**config.mk**
```make
export PLATFORM = sky130hd
export DESIGN_NAME = iwdit_top
export DESIGN_NICKNAME = d
export VERILOG_FILES = /design/src/iwdit_pkg.sv /design/src/iwdit_idle_timer.sv /design/src/iwdit_top.sv /design/src/iwdit_window_match.sv
export SDC_FILE = /design/constraint.sdc
export NUM_CORES = 1
export LEC_CHECK = 0
export BUFFER_PORTS_ARGS = -buffer_cell sky130_fd_sc_hd__buf_2
export CAP_MARGIN = 5
export CORE_MARGIN = 5
export CORE_UTILIZATION = 40
export CTS_CLUSTER_SIZE = 25
export DETAILED_ROUTE_END_ITERATION = 6
export PLACE_DENSITY_LB_ADDON = 0.12
export SKIP_LAST_GASP = 1
export SLEW_MARGIN = 10
export SYNTH_ARGS = -nofsm -noshare
export SYNTH_HDL_FRONTEND = slang
export SYNTH_SLANG_ARGS = --single-unit
export TNS_END_PERCENT = 5
```
**constraint.sdc**
```tcl
create_clock -name clk -period 5.25 [get_ports clk]
set_input_delay 0.2625 -clock clk [delete_from_list [all_inputs] [get_ports clk]]
set_output_delay 0.2625 -clock clk [all_outputs]
set_load 0.005 [all_outputs]
```
**src/iwdit_pkg.sv**
```systemverilog
// Constants, field layouts and carrier types of the I/O window decode and idle timers
package iwdit_pkg;

  ////////////////////////////////////////////////////////////////////////////
  // Configuration ports (index written at the index port, data at EDh)
  localparam logic [15:0] IWDIT_DATA_PORT      = 16'h00ED;
  localparam logic [15:0] IWDIT_INDEX_PORT_DEF = 16'h00EC;

  // Register indices
  localparam logic [7:0] IWDIT_IDX_WIN2_HI = 8'h84;
  localparam logic [7:0] IWDIT_IDX_WIN2_LO = 8'h85;
  localparam logic [7:0] IWDIT_IDX_WIN1_HI = 8'h86;
  localparam logic [7:0] IWDIT_IDX_WIN1_LO = 8'h87;
  localparam logic [7:0] IWDIT_IDX_TMR0    = 8'h8A;
  localparam logic [7:0] IWDIT_IDX_TMR_MAX = 8'h8E;

  // Timer numbering
  localparam int IWDIT_NUM_TMR  = 5;
  localparam int IWDIT_TMR_SER  = 0;
  localparam int IWDIT_TMR_FDD  = 1;
  localparam int IWDIT_TMR_HDD  = 2;
  localparam int IWDIT_TMR_WIN1 = 3;
  localparam int IWDIT_TMR_WIN2 = 4;

  // Timer register fields
  localparam int IWDIT_TB_ENABLE = 7;
  localparam int IWDIT_TB_STATUS = 6;
  localparam int IWDIT_TB_FINE   = 5;
  localparam int IWDIT_TB_EXCL   = 4;
  localparam int IWDIT_CNT_W     = 4;
  localparam logic [3:0] IWDIT_CNT_RESET = 4'hF;

  // Window size codes in the low base register
  localparam logic [1:0] IWDIT_SIZE_4  = 2'h0;
  localparam logic [1:0] IWDIT_SIZE_8  = 2'h1;
  localparam logic [1:0] IWDIT_SIZE_16 = 2'h2;
  localparam logic [1:0] IWDIT_SIZE_32 = 2'h3;

  // Fixed peripheral ranges
  localparam logic [15:0] IWDIT_COM1_LO = 16'h03F8;
  localparam logic [15:0] IWDIT_COM1_HI = 16'h03FF;
  localparam logic [15:0] IWDIT_COM2_LO = 16'h02F8;
  localparam logic [15:0] IWDIT_COM2_HI = 16'h02FF;
  localparam logic [15:0] IWDIT_LPT1_LO = 16'h0378;
  localparam logic [15:0] IWDIT_LPT1_HI = 16'h037A;
  localparam logic [15:0] IWDIT_FDD_LO  = 16'h03F0;
  localparam logic [15:0] IWDIT_FDD_HI  = 16'h03F5;
  localparam logic [15:0] IWDIT_HDD_LO  = 16'h01F0;
  localparam logic [15:0] IWDIT_HDD_HI  = 16'h01F7;
  localparam logic [15:0] IWDIT_HDD_AUX = 16'h03F6;

  // Step timing from the 32 kHz oscillator
  localparam int IWDIT_RTC_HZ      = 32768;
  localparam int IWDIT_FINE_STEP_S = 4;
  localparam int IWDIT_CRS_STEP_S  = 64;
  localparam int IWDIT_FINE_TICKS  = IWDIT_FINE_STEP_S * IWDIT_RTC_HZ;
  localparam int IWDIT_CRS_TICKS   = IWDIT_CRS_STEP_S * IWDIT_RTC_HZ;
  localparam int IWDIT_DIV_W       = 22;

  ////////////////////////////////////////////////////////////////////////////
  // Carrier types
  typedef struct packed {
    logic [15:0] addr;
    logic        rd;
    logic        wr;
    logic [7:0]  wdata;
  } iwdit_io_t;

  typedef struct packed {
    logic       wr;
    logic       rd;
    logic [7:0] data;
  } iwdit_tmr_acc_t;

endpackage

```
**src/iwdit_idle_timer.sv**
```systemverilog
// One inactivity timer: control register, down counter and timeout
module iwdit_idle_timer
  import iwdit_pkg::*;
#(
  parameter bit HAS_EXCL = 1'b0                  // Bit 4 is the exclusion bit
)(
  input  wire logic           clk,               // System clock
  input  wire logic           rstn,              // Synchronous reset, active low
  input  wire iwdit_tmr_acc_t acc,               // Register access to this timer
  input  wire logic           retrig,            // Qualifying I/O access
  input  wire logic           step_fine,         // Fine step pulse
  input  wire logic           step_coarse,       // Coarse step pulse
  output logic [7:0]          reg_value,         // Register read value
  output logic                excl,              // Second serial exclusion
  output logic                timeout            // One-cycle timeout pulse
);

  typedef enum logic [1:0] {
    IWDIT_TS_OFF = 2'b01,
    IWDIT_TS_RUN = 2'b10
  } iwdit_tstate_t;

  iwdit_tstate_t          state, next_state;
  logic [IWDIT_CNT_W-1:0] max_count, next_max_count;
  logic [IWDIT_CNT_W-1:0] cnt, next_cnt;
  logic                   fine, next_fine;
  logic                   status, next_status;
  logic                   next_excl;
  logic                   next_timeout;
  logic                   step;

  // Next state of the timer
  always_comb begin
    next_state     = state;
    next_max_count = max_count;
    next_cnt       = cnt;
    next_fine      = fine;
    next_status    = status;
    next_excl      = excl;
    next_timeout   = 1'b0;
    step           = fine ? step_fine : step_coarse;
    if (acc.rd) begin
      next_status = 1'b0;
    end
    case (state)
      IWDIT_TS_RUN: begin
        if (retrig) begin
          next_cnt = max_count;
        end else if (step) begin
          if (cnt <= 4'h1) begin
            next_timeout = 1'b1;
          end else begin
            next_cnt = cnt - 4'h1;
          end
        end
      end
      default: begin
        next_cnt = cnt;
      end
    endcase
    if (acc.wr) begin
      next_max_count = acc.data[IWDIT_CNT_W-1:0];
      next_fine      = acc.data[IWDIT_TB_FINE];
      next_excl      = HAS_EXCL ? acc.data[IWDIT_TB_EXCL] : 1'b0;
      if (!acc.data[IWDIT_TB_ENABLE]) begin
        next_state = IWDIT_TS_OFF;
      end else if (state == IWDIT_TS_OFF) begin
        next_state = IWDIT_TS_RUN;
        next_cnt   = acc.data[IWDIT_CNT_W-1:0];
      end
    end
    if (next_timeout) begin
      next_status = 1'b1;
      next_state  = IWDIT_TS_OFF;
    end
  end

  // Timer registers
  always_ff @(posedge clk) begin
    if (!rstn) begin
      state     <= IWDIT_TS_OFF;
      max_count <= IWDIT_CNT_RESET;
      cnt       <= IWDIT_CNT_RESET;
      fine      <= 1'b0;
      status    <= 1'b0;
      excl      <= 1'b0;
      timeout   <= 1'b0;
    end else begin
      state     <= next_state;
      max_count <= next_max_count;
      cnt       <= next_cnt;
      fine      <= next_fine;
      status    <= next_status;
      excl      <= next_excl;
      timeout   <= next_timeout;
    end
  end

  // Live count is never shown
  assign reg_value = {state == IWDIT_TS_RUN, status, fine, excl, max_count};

endmodule

```
**src/iwdit_top.sv**
```systemverilog
// I/O window decode and five inactivity timers behind the index/data port
//
// Behaviour
// - Low base bits 7:2 give address 7:2
// - Size code picks 4, 8, 16, 32 bytes
// - High bits 7:2 give 15:10, ten-bit ignores
// - High bits 1:0 give address 9:8
// - Five timers, four-bit max count loaded
// - Resolution bit picks fine or coarse step
// - Counters stepped from the 32 kHz oscillator
// - Setting enable loads count and starts
// - Access in range reloads and restarts count
// - Terminal count: interrupt, status set, enable cleared
// - Reading timer register clears its status
// - Max count kept; live count not readable
// - Serial timer retriggers on two serials, printer
// - Exclusion bit drops second serial retrigger
// - Other timers retrigger on own range only
module iwdit_top
  import iwdit_pkg::*;
#(
  parameter logic [15:0] INDEX_PORT  = IWDIT_INDEX_PORT_DEF, // Configuration index port
  parameter int          FINE_TICKS  = IWDIT_FINE_TICKS,     // Oscillator ticks per fine step
  parameter int          COARSE_TICKS = IWDIT_CRS_TICKS      // Oscillator ticks per coarse step
)(
  input  wire logic                     clk,          // System clock, 40 MHz
  input  wire logic                     rstn,         // Synchronous reset, active low
  input  wire iwdit_io_t                io,           // I/O cycle, one-cycle strobes
  input  wire logic                     rtc_osc,      // 32 kHz oscillator pin
  input  wire logic                     ten_bit_decode_select, // Ten-bit decode select
  output logic [7:0]                    io_rdata,     // Read data of the port
  output logic                          io_rvalid,    // Read data valid pulse
  output logic                          system_mgmt_interrupt_n, // Interrupt, active low
  output logic [IWDIT_NUM_TMR-1:0]      timeout_status, // Sticky timeout flags
  output logic [IWDIT_NUM_TMR-1:0]      timer_enabled   // Timers counting
);

  ////////////////////////////////////////////////////////////////////////////
  // Elaboration checks
  if (FINE_TICKS < 1 || COARSE_TICKS < 1 ||
      FINE_TICKS >= (1 << IWDIT_DIV_W) || COARSE_TICKS >= (1 << IWDIT_DIV_W)) begin : g_chk
    $error("iwdit_top: step tick counts out of range");
  end

  localparam logic [IWDIT_DIV_W-1:0] FINE_LAST = IWDIT_DIV_W'(FINE_TICKS - 1);
  localparam logic [IWDIT_DIV_W-1:0] CRS_LAST  = IWDIT_DIV_W'(COARSE_TICKS - 1);

  ////////////////////////////////////////////////////////////////////////////
  // Oscillator synchroniser and step dividers
  logic                   osc_s1, osc_s2, osc_s3;
  logic [IWDIT_DIV_W-1:0] fine_div, next_fine_div;
  logic [IWDIT_DIV_W-1:0] crs_div, next_crs_div;
  logic                   step_fine, next_step_fine;
  logic                   step_crs, next_step_crs;
  logic                   osc_tick;

  // Rising edge of the synchronised oscillator
  always_comb begin
    osc_tick       = osc_s2 & ~osc_s3;
    next_fine_div  = fine_div;
    next_crs_div   = crs_div;
    next_step_fine = 1'b0;
    next_step_crs  = 1'b0;
    if (osc_tick) begin
      if (fine_div == FINE_LAST) begin
        next_fine_div  = '0;
        next_step_fine = 1'b1;
      end else begin
        next_fine_div = fine_div + 1'b1;
      end
      if (crs_div == CRS_LAST) begin
        next_crs_div  = '0;
        next_step_crs = 1'b1;
      end else begin
        next_crs_div = crs_div + 1'b1;
      end
    end
  end

  // Divider registers
  always_ff @(posedge clk) begin
    if (!rstn) begin
      osc_s1    <= 1'b0;
      osc_s2    <= 1'b0;
      osc_s3    <= 1'b0;
      fine_div  <= '0;
      crs_div   <= '0;
      step_fine <= 1'b0;
      step_crs  <= 1'b0;
    end else begin
      osc_s1    <= rtc_osc;
      osc_s2    <= osc_s1;
      osc_s3    <= osc_s2;
      fine_div  <= next_fine_div;
      crs_div   <= next_crs_div;
      step_fine <= next_step_fine;
      step_crs  <= next_step_crs;
    end
  end

  ////////////////////////////////////////////////////////////////////////////
  // Index and data port
  logic [7:0] cfg_index, next_cfg_index;
  logic [7:0] win1_hi, next_win1_hi;
  logic [7:0] win1_lo, next_win1_lo;
  logic [7:0] win2_hi, next_win2_hi;
  logic [7:0] win2_lo, next_win2_lo;
  logic [7:0] next_rdata;
  logic       next_rvalid;
  logic       idx_sel, dat_sel, tmr_idx;
  logic [2:0] tmr_num;

  iwdit_tmr_acc_t [IWDIT_NUM_TMR-1:0] tmr_acc;
  logic [IWDIT_NUM_TMR-1:0][7:0]       tmr_reg;
  logic [IWDIT_NUM_TMR-1:0]            tmr_excl;
  logic [IWDIT_NUM_TMR-1:0]            retrig;

  // Port decode, register writes and read mux
  always_comb begin
    idx_sel        = io.addr == INDEX_PORT;
    dat_sel        = io.addr == IWDIT_DATA_PORT;
    tmr_idx        = cfg_index >= IWDIT_IDX_TMR0 && cfg_index <= IWDIT_IDX_TMR_MAX;
    tmr_num        = 3'(cfg_index - IWDIT_IDX_TMR0);
    next_cfg_index = cfg_index;
    next_win1_hi   = win1_hi;
    next_win1_lo   = win1_lo;
    next_win2_hi   = win2_hi;
    next_win2_lo   = win2_lo;
    next_rdata     = io_rdata;
    next_rvalid    = 1'b0;
    if (io.wr && idx_sel) begin
      next_cfg_index = io.wdata;
    end else if (io.wr && dat_sel) begin
      if (cfg_index == IWDIT_IDX_WIN2_HI) begin
        next_win2_hi = io.wdata;
      end else if (cfg_index == IWDIT_IDX_WIN2_LO) begin
        next_win2_lo = io.wdata;
      end else if (cfg_index == IWDIT_IDX_WIN1_HI) begin
        next_win1_hi = io.wdata;
      end else if (cfg_index == IWDIT_IDX_WIN1_LO) begin
        next_win1_lo = io.wdata;
      end
    end
    if (io.rd && (idx_sel || dat_sel)) begin
      next_rvalid = 1'b1;
      if (idx_sel) begin
        next_rdata = cfg_index;
      end else if (cfg_index == IWDIT_IDX_WIN2_HI) begin
        next_rdata = win2_hi;
      end else if (cfg_index == IWDIT_IDX_WIN2_LO) begin
        next_rdata = win2_lo;
      end else if (cfg_index == IWDIT_IDX_WIN1_HI) begin
        next_rdata = win1_hi;
      end else if (cfg_index == IWDIT_IDX_WIN1_LO) begin
        next_rdata = win1_lo;
      end else if (tmr_idx) begin
        next_rdata = tmr_reg[tmr_num];
      end else begin
        next_rdata = 8'h00;
      end
    end
  end

  // Port registers
  always_ff @(posedge clk) begin
    if (!rstn) begin
      cfg_index <= 8'h00;
      win1_hi   <= 8'h00;
      win1_lo   <= 8'h00;
      win2_hi   <= 8'h00;
      win2_lo   <= 8'h00;
      io_rdata  <= 8'h00;
      io_rvalid <= 1'b0;
    end else begin
      cfg_index <= next_cfg_index;
      win1_hi   <= next_win1_hi;
      win1_lo   <= next_win1_lo;
      win2_hi   <= next_win2_hi;
      win2_lo   <= next_win2_lo;
      io_rdata  <= next_rdata;
      io_rvalid <= next_rvalid;
    end
  end

  ////////////////////////////////////////////////////////////////////////////
  // Peripheral range decode
  logic        win1_hit, win2_hit;
  logic [15:0] dec_addr;
  logic        hit_com1, hit_com2, hit_lpt1, hit_fdd, hit_hdd;
  logic        io_cyc;

  iwdit_window_match u_win1 (
    .base_hi (win1_hi),
    .base_lo (win1_lo),
    .ten_bit (ten_bit_decode_select),
    .addr    (io.addr),
    .hit     (win1_hit)
  );

  iwdit_window_match u_win2 (
    .base_hi (win2_hi),
    .base_lo (win2_lo),
    .ten_bit (ten_bit_decode_select),
    .addr    (io.addr),
    .hit     (win2_hit)
  );

  // Fixed ranges and retrigger sources
  always_comb begin
    io_cyc   = io.rd | io.wr;
    dec_addr = ten_bit_decode_select ? {6'h00, io.addr[9:0]} : io.addr;
    hit_com1 = dec_addr >= IWDIT_COM1_LO && dec_addr <= IWDIT_COM1_HI;
    hit_com2 = dec_addr >= IWDIT_COM2_LO && dec_addr <= IWDIT_COM2_HI;
    hit_lpt1 = dec_addr >= IWDIT_LPT1_LO && dec_addr <= IWDIT_LPT1_HI;
    hit_fdd  = dec_addr >= IWDIT_FDD_LO && dec_addr <= IWDIT_FDD_HI;
    hit_hdd  = (dec_addr >= IWDIT_HDD_LO && dec_addr <= IWDIT_HDD_HI) ||
               dec_addr == IWDIT_HDD_AUX;
    retrig                 = '0;
    retrig[IWDIT_TMR_SER]  = io_cyc & (hit_com1 | hit_lpt1 |
                             (hit_com2 & ~tmr_excl[IWDIT_TMR_SER]));
    retrig[IWDIT_TMR_FDD]  = io_cyc & hit_fdd;
    retrig[IWDIT_TMR_HDD]  = io_cyc & hit_hdd;
    retrig[IWDIT_TMR_WIN1] = io_cyc & win1_hit;
    retrig[IWDIT_TMR_WIN2] = io_cyc & win2_hit;
  end

  ////////////////////////////////////////////////////////////////////////////
  // Five inactivity timers
  for (genvar t = 0; t < IWDIT_NUM_TMR; t++) begin : g_tmr
    localparam logic [7:0] MY_IDX = IWDIT_IDX_TMR0 + 8'(t);

    // Per-timer register strobes
    assign tmr_acc[t].wr   = io.wr & dat_sel & (cfg_index == MY_IDX);
    assign tmr_acc[t].rd   = io.rd & dat_sel & (cfg_index == MY_IDX);
    assign tmr_acc[t].data = io.wdata;

    iwdit_idle_timer #(
      .HAS_EXCL (t == IWDIT_TMR_SER)
    ) u_tmr (
      .clk         (clk),
      .rstn        (rstn),
      .acc         (tmr_acc[t]),
      .retrig      (retrig[t]),
      .step_fine   (step_fine),
      .step_coarse (step_crs),
      .reg_value   (tmr_reg[t]),
      .excl        (tmr_excl[t]),
      .timeout     ()
    );
  end

  ////////////////////////////////////////////////////////////////////////////
  // Status outputs and interrupt
  logic [IWDIT_NUM_TMR-1:0] next_status_vec, next_enabled_vec;
  logic                     next_smi_n;

  // Gather status and enable bits
  always_comb begin
    for (int i = 0; i < IWDIT_NUM_TMR; i++) begin
      next_status_vec[i]  = tmr_reg[i][IWDIT_TB_STATUS];
      next_enabled_vec[i] = tmr_reg[i][IWDIT_TB_ENABLE];
    end
    next_smi_n = ~(|next_status_vec);
  end

  // Output registers
  always_ff @(posedge clk) begin
    if (!rstn) begin
      timeout_status          <= '0;
      timer_enabled           <= '0;
      system_mgmt_interrupt_n <= 1'b1;
    end else begin
      timeout_status          <= next_status_vec;
      timer_enabled           <= next_enabled_vec;
      system_mgmt_interrupt_n <= next_smi_n;
    end
  end

endmodule

```
**src/iwdit_window_match.sv**
```systemverilog
// Programmable I/O window compare against a base and size code
module iwdit_window_match
  import iwdit_pkg::*;
(
  input  wire logic [7:0]  base_hi,   // Base bits 15:8
  input  wire logic [7:0]  base_lo,   // Base bits 7:2 and size code
  input  wire logic        ten_bit,   // Ten-bit decode select
  input  wire logic [15:0] addr,      // I/O address of the cycle
  output logic             hit        // Address falls in the window
);

  logic [15:0] care;
  logic [15:0] base;
  logic [1:0]  size;

  // Base bits and don't-care mask
  always_comb begin
    size     = base_lo[1:0];
    base     = {base_hi[7:2], base_hi[1:0], base_lo[7:2], 2'h0};
    care     = 16'hFFFC;
    if (ten_bit) begin
      care[15:10] = 6'h00;
    end
    if (size == IWDIT_SIZE_32) begin
      care[4] = 1'b0;
    end
    if (size == IWDIT_SIZE_16 || size == IWDIT_SIZE_32) begin
      care[3] = 1'b0;
    end
    if (size != IWDIT_SIZE_4) begin
      care[2] = 1'b0;
    end
    hit = ((addr ^ base) & care) == 16'h0000;
  end

endmodule
```
* Word level (Yosys, flattened, before mapping) *
Cells that the tools add are included.

word-level totals
  output and inout port bits = 20
  input port bits = 30
  register bits after elaboration = 170

cells by class
  bitwise gates (word level) = 34
  $add $sub $neg = 8
  magnitude comparators = 18
  mux-type cells = 101
  eq/ne operators = 33
  reductions and logical operators = 38

operators with widths
  cell                                                                                    count
  4-bit 2-to-1 mux                                                                        35
  8-bit == test (second input constant)                                                   9
  16-bit by 10-bit greater-or-equal comparator with 1-bit output (second input constant)  4
  16-bit by 10-bit <= comparator with 1-bit output (second input constant)                4
  8-bit 2-to-1 mux                                                                        7
  22-bit by 1-bit adder with 22-bit output (second input constant)                        2
  1-bit 2-to-1 mux                                                                        44
  22-bit 2-to-1 mux                                                                       2
  16-bit bitwise AND                                                                      2
  16-bit by 8-bit == test with 1-bit output (second input constant)                       2
  16-bit zero test                                                                        2
  16-bit bitwise XOR                                                                      2
  8-bit binary-select mux with 3-bit select                                               1
  22-bit by 17-bit == test with 1-bit output (second input constant)                      1
  22-bit by 21-bit == test with 1-bit output (second input constant)                      1
  4-bit by 1-bit <= comparator with 1-bit output (second input constant)                  5
  2-bit 2-to-1 mux                                                                        10
  4-bit by 1-bit subtractor with 4-bit output (second input constant)                     5
  1-bit bitwise AND                                                                       19
  2-bit == test (second input constant)                                                   9
  16-bit by 10-bit == test with 1-bit output (second input constant)                      1
  16-bit by 9-bit greater-or-equal comparator with 1-bit output (second input constant)   1
  16-bit by 9-bit <= comparator with 1-bit output (second input constant)                 1
  16-bit 2-to-1 mux                                                                       1
  19 further kinds                                                                        62

* Depth between registers and ports, before layout *
Gate-level depths: netlist of run 1.

  depth in word-level cells = 11
  depth in mapped cells = 10
  depth with buffers taken out = 8

* Hierarchy *
Synthesis of run 1 repeated with hierarchy kept, for this count alone.

second synthesis, totals
  cell total of the unflattened synthesis = 1074
  area total of the unflattened synthesis = 9330.2 um2

by module, submodules not included
  module                                 times used  sequential area each (um2)  cells each  area an instance (um2)
  iwdit_top                              1           2182.1                      589         5316.3
  iwdit_idle_timer (g_tmr[1].u_tmr ...)  4           260.2                       88          730.7
  iwdit_idle_timer (g_tmr[0].u_tmr)      1           280.3                       89          753.2
  iwdit_window_match                     2           0.0                         22          168.9

* Worst setup path after synthesis of run 1 *
OpenSTA, ideal clock, no wires.

  kind = register to register
  start = register cfg_index[4]
  end = register g_tmr[1].u_tmr.cnt[1]
  clock period less this slack = 2.244 ns
  path buffers = 1
  data required time = 5.181 ns
  path slack = 3.006 ns
  arrival time = 2.175 ns
  stages on the path, launching flop included = 8
  cell sequence = dfxtp_1 -> or4b_1 -> nor3_4 -> nand4_4 -> or4_1 -> clkbuf_2 -> and3_1 -> o21ai_1

on the way
  cells in the longest elaborated chain, start to end = 3

RTL lines
  what                    line                    text
  start, declared         iwdit_top.sv:103        logic [7:0] cfg_index, next_cfg_index;
  start signal, assigned  iwdit_top.sv:175        cfg_index <= next_cfg_index;
  8-bit == test           iwdit_top.sv:233        assign tmr_acc[t].wr = io.wr & dat_sel & (cfg_index == MY_IDX);
  1-bit bitwise AND       iwdit_top.sv:233
  4-bit 2-to-1 mux        iwdit_idle_timer.sv:61  if (acc.wr) begin
  end signal, assigned    iwdit_idle_timer.sv:91  cnt <= next_cnt;
  end, declared           iwdit_idle_timer.sv:25  logic [IWDIT_CNT_W-1:0] cnt, next_cnt;

No other way between the ends.
A chain may end at the register's enable or synchronous reset.

* Worst setup path after layout of run 1 *
  start = register cfg_index[1]
  end = register io_rdata[4]

on the way
  cells in the longest elaborated chain, start to end = 9
  elaborated cells between the ends (all ways) = 16

RTL lines
  what                                         line              text
  3-bit by 2-bit subtractor with 3-bit output  iwdit_top.sv:123  tmr_num = 3'(cfg_index - IWDIT_IDX_TMR0);
  8-bit binary-select mux with 3-bit select    iwdit_top.sv:157  next_rdata = tmr_reg[tmr_num];
  8-bit 2-to-1 mux (not written as such)       iwdit_top.sv:157
  8-bit 2-to-1 mux                             iwdit_top.sv:156  end else if (tmr_idx) begin
  8-bit 2-to-1 mux                             iwdit_top.sv:154  end else if (cfg_index == IWDIT_IDX_WIN1_LO) begin
  8-bit 2-to-1 mux                             iwdit_top.sv:152  end else if (cfg_index == IWDIT_IDX_WIN1_HI) begin
  8-bit 2-to-1 mux                             iwdit_top.sv:150  end else if (cfg_index == IWDIT_IDX_WIN2_LO) begin
  8-bit 2-to-1 mux *                           iwdit_top.sv:148  end else if (cfg_index == IWDIT_IDX_WIN2_HI) begin
  8-bit 2-to-1 mux *                           iwdit_top.sv:146  if (idx_sel) begin
  end signal, assigned                         iwdit_top.sv:180  io_rdata <= next_rdata;
  end, declared                                iwdit_top.sv:31   output logic [7:0] io_rdata,

Mark *: on every way between the ends. The rest lies on a longest branch, timed or not. The select of a mux whose other input is x is not followed.

==> impl_results.md, run 1 <==
* Synth area leader: dfxtp_1
* Die Width at 160 um
* TritonCTS Buffers at 17
* Post-CTS Resized at 0
* Final Skew at 0.00870 ns
* Crit path kind: reg2reg
* Fmax at 331 MHz
* Leading cell types in the layout, fill and taps excluded: dfxtp_1 (169), nor2_1 (128), nand2_1 (98), mux2i_1 (70), a21oi_1 (50)
* Largest net degree at the start of global routing at 53
* Avg Synthesized Cell Area at 8.48 sq um
* End of the worst register-to-register path: io_rdata[4]
* Tot Pwr at 2.71 mW
* Status: complete, no violations
* Unrepaired setup endpoints after global routing: false
* Top cells by area, synth: dfxtp_1 (38%), mux2i_1 (7.8%), nor2_1 (5.4%)
* Cells after synthesis at 1,059
* Yosys cell types at 84
* Setup Buffers After CTS at 0
* Hold EP: osc_s1
* Number of flops mapped to enable cells by yosys at 0
* Ys Warns at 0
* Crit-path cells: buf_4 > ha_1 > nand2b_1 > a2111oi_4 > a31oi_1 > a2111oi_0 > o311ai_0 > a21oi_1
* First-pass GRT wire length at 41,900 um
* Grt total ovfl at 0
* Final Max Slew Viols at 0
* Share of cells above drive strength 1 at 12.7%
* Die Ht at 160 um
* Final TNS setup at 0 ns
* Final setup fails at 0
* Min-delay worst type: in2reg
* Most used DFF post-synth: dfxtp_1
* CTS max path bufs at 2
* CP arrival at 3.38 ns
* Mapped Nets at 1,102
* Worst endpoint required time at 5.61 ns
* CTS tree: built
* Area delta synth->final at 11.2%
* Finished Layout Cells at 1,369
* Top Usage Layer GRT: met1
* Max IR drop VDD at 199 uV
* Synthesized area at 8980 sq um
* Max Cap Viol at 0
* # DRC at 0
* Total Routing Usage GR at 20.5%
* Tcrit/Tclk final at 57.6%
* PortBufs at 49
* Root Driver: clkbuf_16
* Crit path time final at 3.02 ns
* Clock latency on the worst-skew pair at 0.43 ns
* Starting Density at 40.9%
* Most common cell after layout, fill and taps aside: dfxtp_1
* Worst rel slew slack at 32.3%
* Number of global-route vias before repair at 7,277
* Die area at 25,500 sq um
* Final wirelength at 26,500 um
* M3 GR Usage at 3.61%
* Hpwl dp at 19,000 um
* H-Tree Level Count at 4
* Synth top area share at 37.9%
* Final-stage net count at 1,119
* Nature of the critical path endpoint: register
* Fillcell total at 2,207
* Final Util at 45.5%
* Critical Path Slowest Stage Cell: dfxtp_2
* Remaining antenna violation count at 0
* Asr flop ratio synth at 0%
* CP Launch Type: register
* Leakage dissipation at 3.64 nW
* 1st-iter DRT viols at 549
* Final Hold Viols at 0
* Sequential element share of the synthesized area at 37.9%
* Worst R2R Setup Slack at 2.23 ns
* Hold path depth at 2
* Placeable Area at 22,000 sq um
* Top Ports at 50
* Met1 Resource Use GR at 30.8%
* R2R cell count at 8
* DR WL/cell at 19.4 um
* CTS sink cnt at 170
* Placed cells at 1,337
* Slowest cell delay on critical path at 0.59 ns
* Clock transition at path regs at 0.07 ns
* FF+latch count, synth at 170
* Hold_buf cts at 0
* Hold WS at 0.0480 ns
* Via count at 7,785
* Worst r2r src: cfg_index[1]
* M2 GR Usage at 30.7%
* Power per cell area at 271 nW/um^2
* Routability cong. at 0.857
* Worst Tran Pin Value at 1.01 ns
* Antenna violations before repair at 0
* Router iterations before antenna repair at 5
* Largest fanout on the critical path at 31
* DR vias/cell at 5.69
* # rows at 54
* HP Start: rtc_osc
* Diode count at 0
==> final cells by class <==
cell class	instances	area [sq um]	share of cell area [%]
clock buffer	17	425	4.26
clock inverter	15	175	1.75
inverter	24	90.1	0.902
multi-input combinational	808	5250	52.6
sequential	170	3400	34.1
tap	280	350	3.51
timing repair buffer	55	290	2.91
==> worst max-delay path: cells and delay by family (launching register included) <==
kind / cells / cell delay, ns
DFF: 1 / 0.59
adders and majority gates: 1 / 0.20
buffers and inverters: 1 / 0.40
and+or+nand+nor: 1 / 0.25
AOI/OAI and AO/OA: 5 / 1.49
==> stage by stage <==
step | setup slack (ns) | cell area [sq um]
2_1_floorplan | 3.01 | 8980
3_3_place_gp | 2.36 | 9380
3_5_place_dp | 2.25 | 9380
4_1_cts | 2.24 | 9980
5_1_grt | 1.89 | 9980
6_report | 2.23 | 9980
==> power breakdown <==
part / total (mW) / switching, mW / internal [mW]
clock network: 1.31 / 0.586 / 0.722
logic: 0.105 / 0.0784 / 0.0268
registers: 1.29 / 0.00151 / 1.29
==> worst max-delay path by stage <==
stage	startpoint	to	depth (start not counted)
3_3_place_gp	cfg_index[1]	io_rdata[4]	8
5_1_grt	cfg_index[1]	io_rdata[4]	8
2_1_floorplan	cfg_index[4]	g_tmr[1].u_tmr.cnt[1]	7
3_5_place_dp	cfg_index[1]	io_rdata[4]	8
4_1_cts	cfg_index[1]	io_rdata[4]	8
6_report	cfg_index[1]	io_rdata[4]	8
==> registers in the layout, summed over array words and instances (netlist names), 8 cells and up <==
signal,flops
cfg_index,8
crs_div,22
fine_div,22
g_tmr.u_tmr.cnt,20
g_tmr.u_tmr.max_count,20
g_tmr.u_tmr.state,10
io_rdata,8
win1_hi,8
win1_lo,8
win2_hi,8
win2_lo,8
==> cell usage after synthesis (all sizes together) (24+ instances only) <==
cell	number
a21oi	50
xor2	29
xnor2	31
nor3	31
nor2	131
nand2	98
nand3	41
nand4	28
mux2i	70
clkbuf	42
dfxtp	170
inv	24
o21ai	48
==> layer usage <==
layer / part of all wire, % / wire, um
met1: 50 / 13300
met2: 43 / 11500
met3: 5.4 / 1430
met4: 1.0 / 273
met5: 0 / 0
==> logic make-up after synthesis <==
logic type / count (synthesis) / share of synthesized area [%]
xor+xnor: 60 / 5.85
simple gates: 456 / 26.3
buf+inv: 81 / 3.72
compound gates: 193 / 14.2
flops: 170 / 37.9
fa+ha+maj: 13 / 1.81
mux: 86 / 10.2
(Power assumes the default switching activity.)
==> inputs of run 2 (changes only) <==
Settings changed: ABC_AREA set to 1.
Clock period 5.25 ns to 2.5 ns, I/O delays scaled along.
==> impl_results.md, run 2 <==
* Critical Path Slowest Stage Cell: dfxtp_1
* Yosys cell types at 53
* Worst R2R Setup Slack at 0.34 ns
* Ys Warns at 0
* Tcrit/Tclk final at 86.4%
* Seq pwr share at 47.3%
* Final wirelength at 29,600 um
* Synthesized area at 9510 sq um
* Worst rel slew slack at 55.6%
* Synth area leader: dfxtp_1
* Hold path depth at 3
* Clock transition at path regs at 0.07 ns
* Antenna violations before repair at 0
* Largest fanout on the critical path at 9
* Clock power share at 47.9%
* Sequential element share of the synthesized area at 35.8%
* CP arrival at 2.47 ns
* Top Ports at 50
* End of the worst register-to-register path: g_tmr[0].u_tmr.excl
* Post-synth top cells: nand2_1 (347), inv_1 (191), dfxtp_1 (170)
* Most numerous cell in the Yosys netlist: nand2_1
* Final Hold Viols at 0
* Power per cell area at 533 nW/um^2
* PortBufs at 49
* Pre-CTS setup slack at 0.357 ns
* Hpwl dp at 22,500 um
* Synth top area share at 35.8%
* First-pass GRT wire length at 47,700 um
* Tot Pwr at 5.74 mW
* DR vias/cell at 5.17
* Worst endpoint required time at 2.81 ns
* FF+latch count, synth at 170
* Unrepaired setup endpoints after global routing: false
* Remaining antenna violation count at 0
* Mapped Nets at 1,472
* Asr flop ratio synth at 0%
* Hold_buf cts at 1
* Leakage dissipation at 4.75 nW
* Max Cap Viol at 0
* Leading cell types in the layout, fill and taps excluded: nand2_1 (347), inv_1 (191), dfxtp_1 (170), nor2_1 (158), nand3_1 (101)
* R2R cell count at 10
* Grt total ovfl at 0
* Avg Synthesized Cell Area at 6.66 sq um
* Final-stage net count at 1,526
* CP Launch Point: cfg_index[1]
* WP depth at 10
* # rows at 56
* Clock latency on the worst-skew pair at 0.43 ns
* Worst Tran Pin Value at 0.665 ns
* Final Max Slew Viols at 0
* Number of global-route vias before repair at 8,673
* Setup Buffers After CTS at 0
* Power Internal at 4.39 mW
* Root Driver: clkbuf_16
* CTS tree: built
* Share of cells above drive strength 1 at 8.89%
* 1st-iter DRT viols at 819
* CP Launch Type: register
* Slowest cell delay on critical path at 0.48 ns
* Area delta synth->final at 13.1%
* Cells after synthesis at 1,429
* Number of flops mapped to enable cells by yosys at 0
* TritonCTS Buffers at 17
* Setup crit end: g_tmr[0].u_tmr.excl
* Final setup fails at 0
* Total Routing Usage GR at 22.6%
* Switch share at 23.4%
* Post-CTS Resized at 0
* Sw Pwr at 1.34 mW
* Via count at 9,389
* Status: complete, no violations
* Worst setup margin at 0.340 ns
* CTS max path bufs at 2
* Die area at 27,000 sq um
* CTS sink cnt at 170
* Diode count at 0
* Fmax at 463 MHz
* Routability cong. at 0.947
* Max IR drop VDD at 385 uV
* Min-delay worst type: in2reg
* Nature of the critical path endpoint: register
* Placeable Area at 23,500 sq um
* Crit path kind: reg2reg
* Final TNS setup at 0 ns
* Crit-path cells: inv_1 > nor2_1 > nand2_1 > nor2_1 > inv_1 > nor2_1 > buf_4 > inv_1 > o21ai_0 > a21oi_1
* Starting Density at 40.5%
* Top cells by area, synth: dfxtp_1 (36%), nand2_1 (14%), inv_1 (7.5%)
* Family with the most delay on the worst path: simple AND/OR/NAND/NOR gates
* WP buf/inv at 4
* Final Skew at 0.0112 ns
* Worst r2r src: cfg_index[1]
* Comb power frac at 4.8%
* Router iterations before antenna repair at 5
* # DRC at 0
* DR WL/cell at 16.3 um
* Top flop regs: crs_div: 22 flops, fine_div: 22 flops
* Largest net degree at the start of global routing at 85
* Most common cell after layout, fill and taps aside: nand2_1
* Most used DFF post-synth: dfxtp_1
* Die Width at 164 um
* H-Tree Level Count at 4
* Crit path time final at 2.16 ns
* Die Ht at 164 um
==> run 2: cell types whose count changed after synthesis, sizes merged, moves of 15 or more <==
cell	change
and2	-15
nand2	+253
xnor2	-24
nand2b	-17
clkbuf	-23
nand3	+65
o21ai	+52
nor2	+37
a21oi	+21
inv	+171
a211oi	+18
mux2i	-70
==> run 2: worst min-delay path by stage <==
stage,endpoint,startpoint
floorplan,osc_s1,rtc_osc
global placement,osc_s1,rtc_osc
detailed placement,osc_s1,rtc_osc
CTS,win2_hi[6],io[6]
global route,win2_hi[6],io[6]
finish,win2_hi[6],io[6]
==> run 2: through the flow <==
step | instance area, sq um | hold WS (ns) | utilization (%) | std cells
after global routing | 10800 | 0.0370 | 45.9 | 1815
after detailed placement | 10100 | 0.313 | 43.2 | 1782
after CTS | 10800 | 0.00675 | 45.9 | 1815
after global placement | 10100 | 0.312 | 43.2 | 1782
after floorplan | 9510 | 0.223 | - | 1429
final | 10800 | 0.0317 | 45.9 | 1815
==> run 2: area by class of cell <==
class	count	area, sq um
fillers	2444	12700
multi-input cells	1026	5180
flip-flops and latches	170	3400
inverters	200	752
clock buffers	20	447
repair buffers	68	415
well taps	319	399
clock inverters	12	164
==> run 2: worst min-delay path, cell delays in order <==
cell and delay, ns:
buf_2 0.14, inv_1 0.09, a211oi_2 0.06
==> run 2: cells by family (layout without fill, tap and decap cells) <==
kind of cell / after synthesis / in the layout / synth area share (%)
AO/OA/AOI/OAI: 249 / 249 / 15.2
AND/OR/NAND/NOR: 731 / 731 / 34.6
flip-flops: 170 / 170 / 35.8
buffers and inverters: 233 / 300 / 9.75
XOR/XNOR: 33 / 33 / 3.04
adder cells (fa/ha/maj): 13 / 13 / 1.71
==> run 2: per-layer routing <==
metal	share of wire [%]	up-vias	GRT usage, %
met1	49	4296	34.0
met3	6.7	25	3.74
met5	0	-	0
met4	1.7	0	5.87
li1	-	4819	-
met2	42	249	33.2
==> run 2: power groups by stage <==
| stage | clock [mW] | combinational (mW) | sequential (mW) |
|---|---|---|---|
| floorplan | 0 | 0.151 | 2.77 |
| global placement | 0 | 0.272 | 2.78 |
| detailed placement | 0 | 0.273 | 2.78 |
| CTS | 2.82 | 0.275 | 2.71 |
| global route | 2.94 | 0.304 | 2.71 |
| finish | 2.75 | 0.276 | 2.71 |
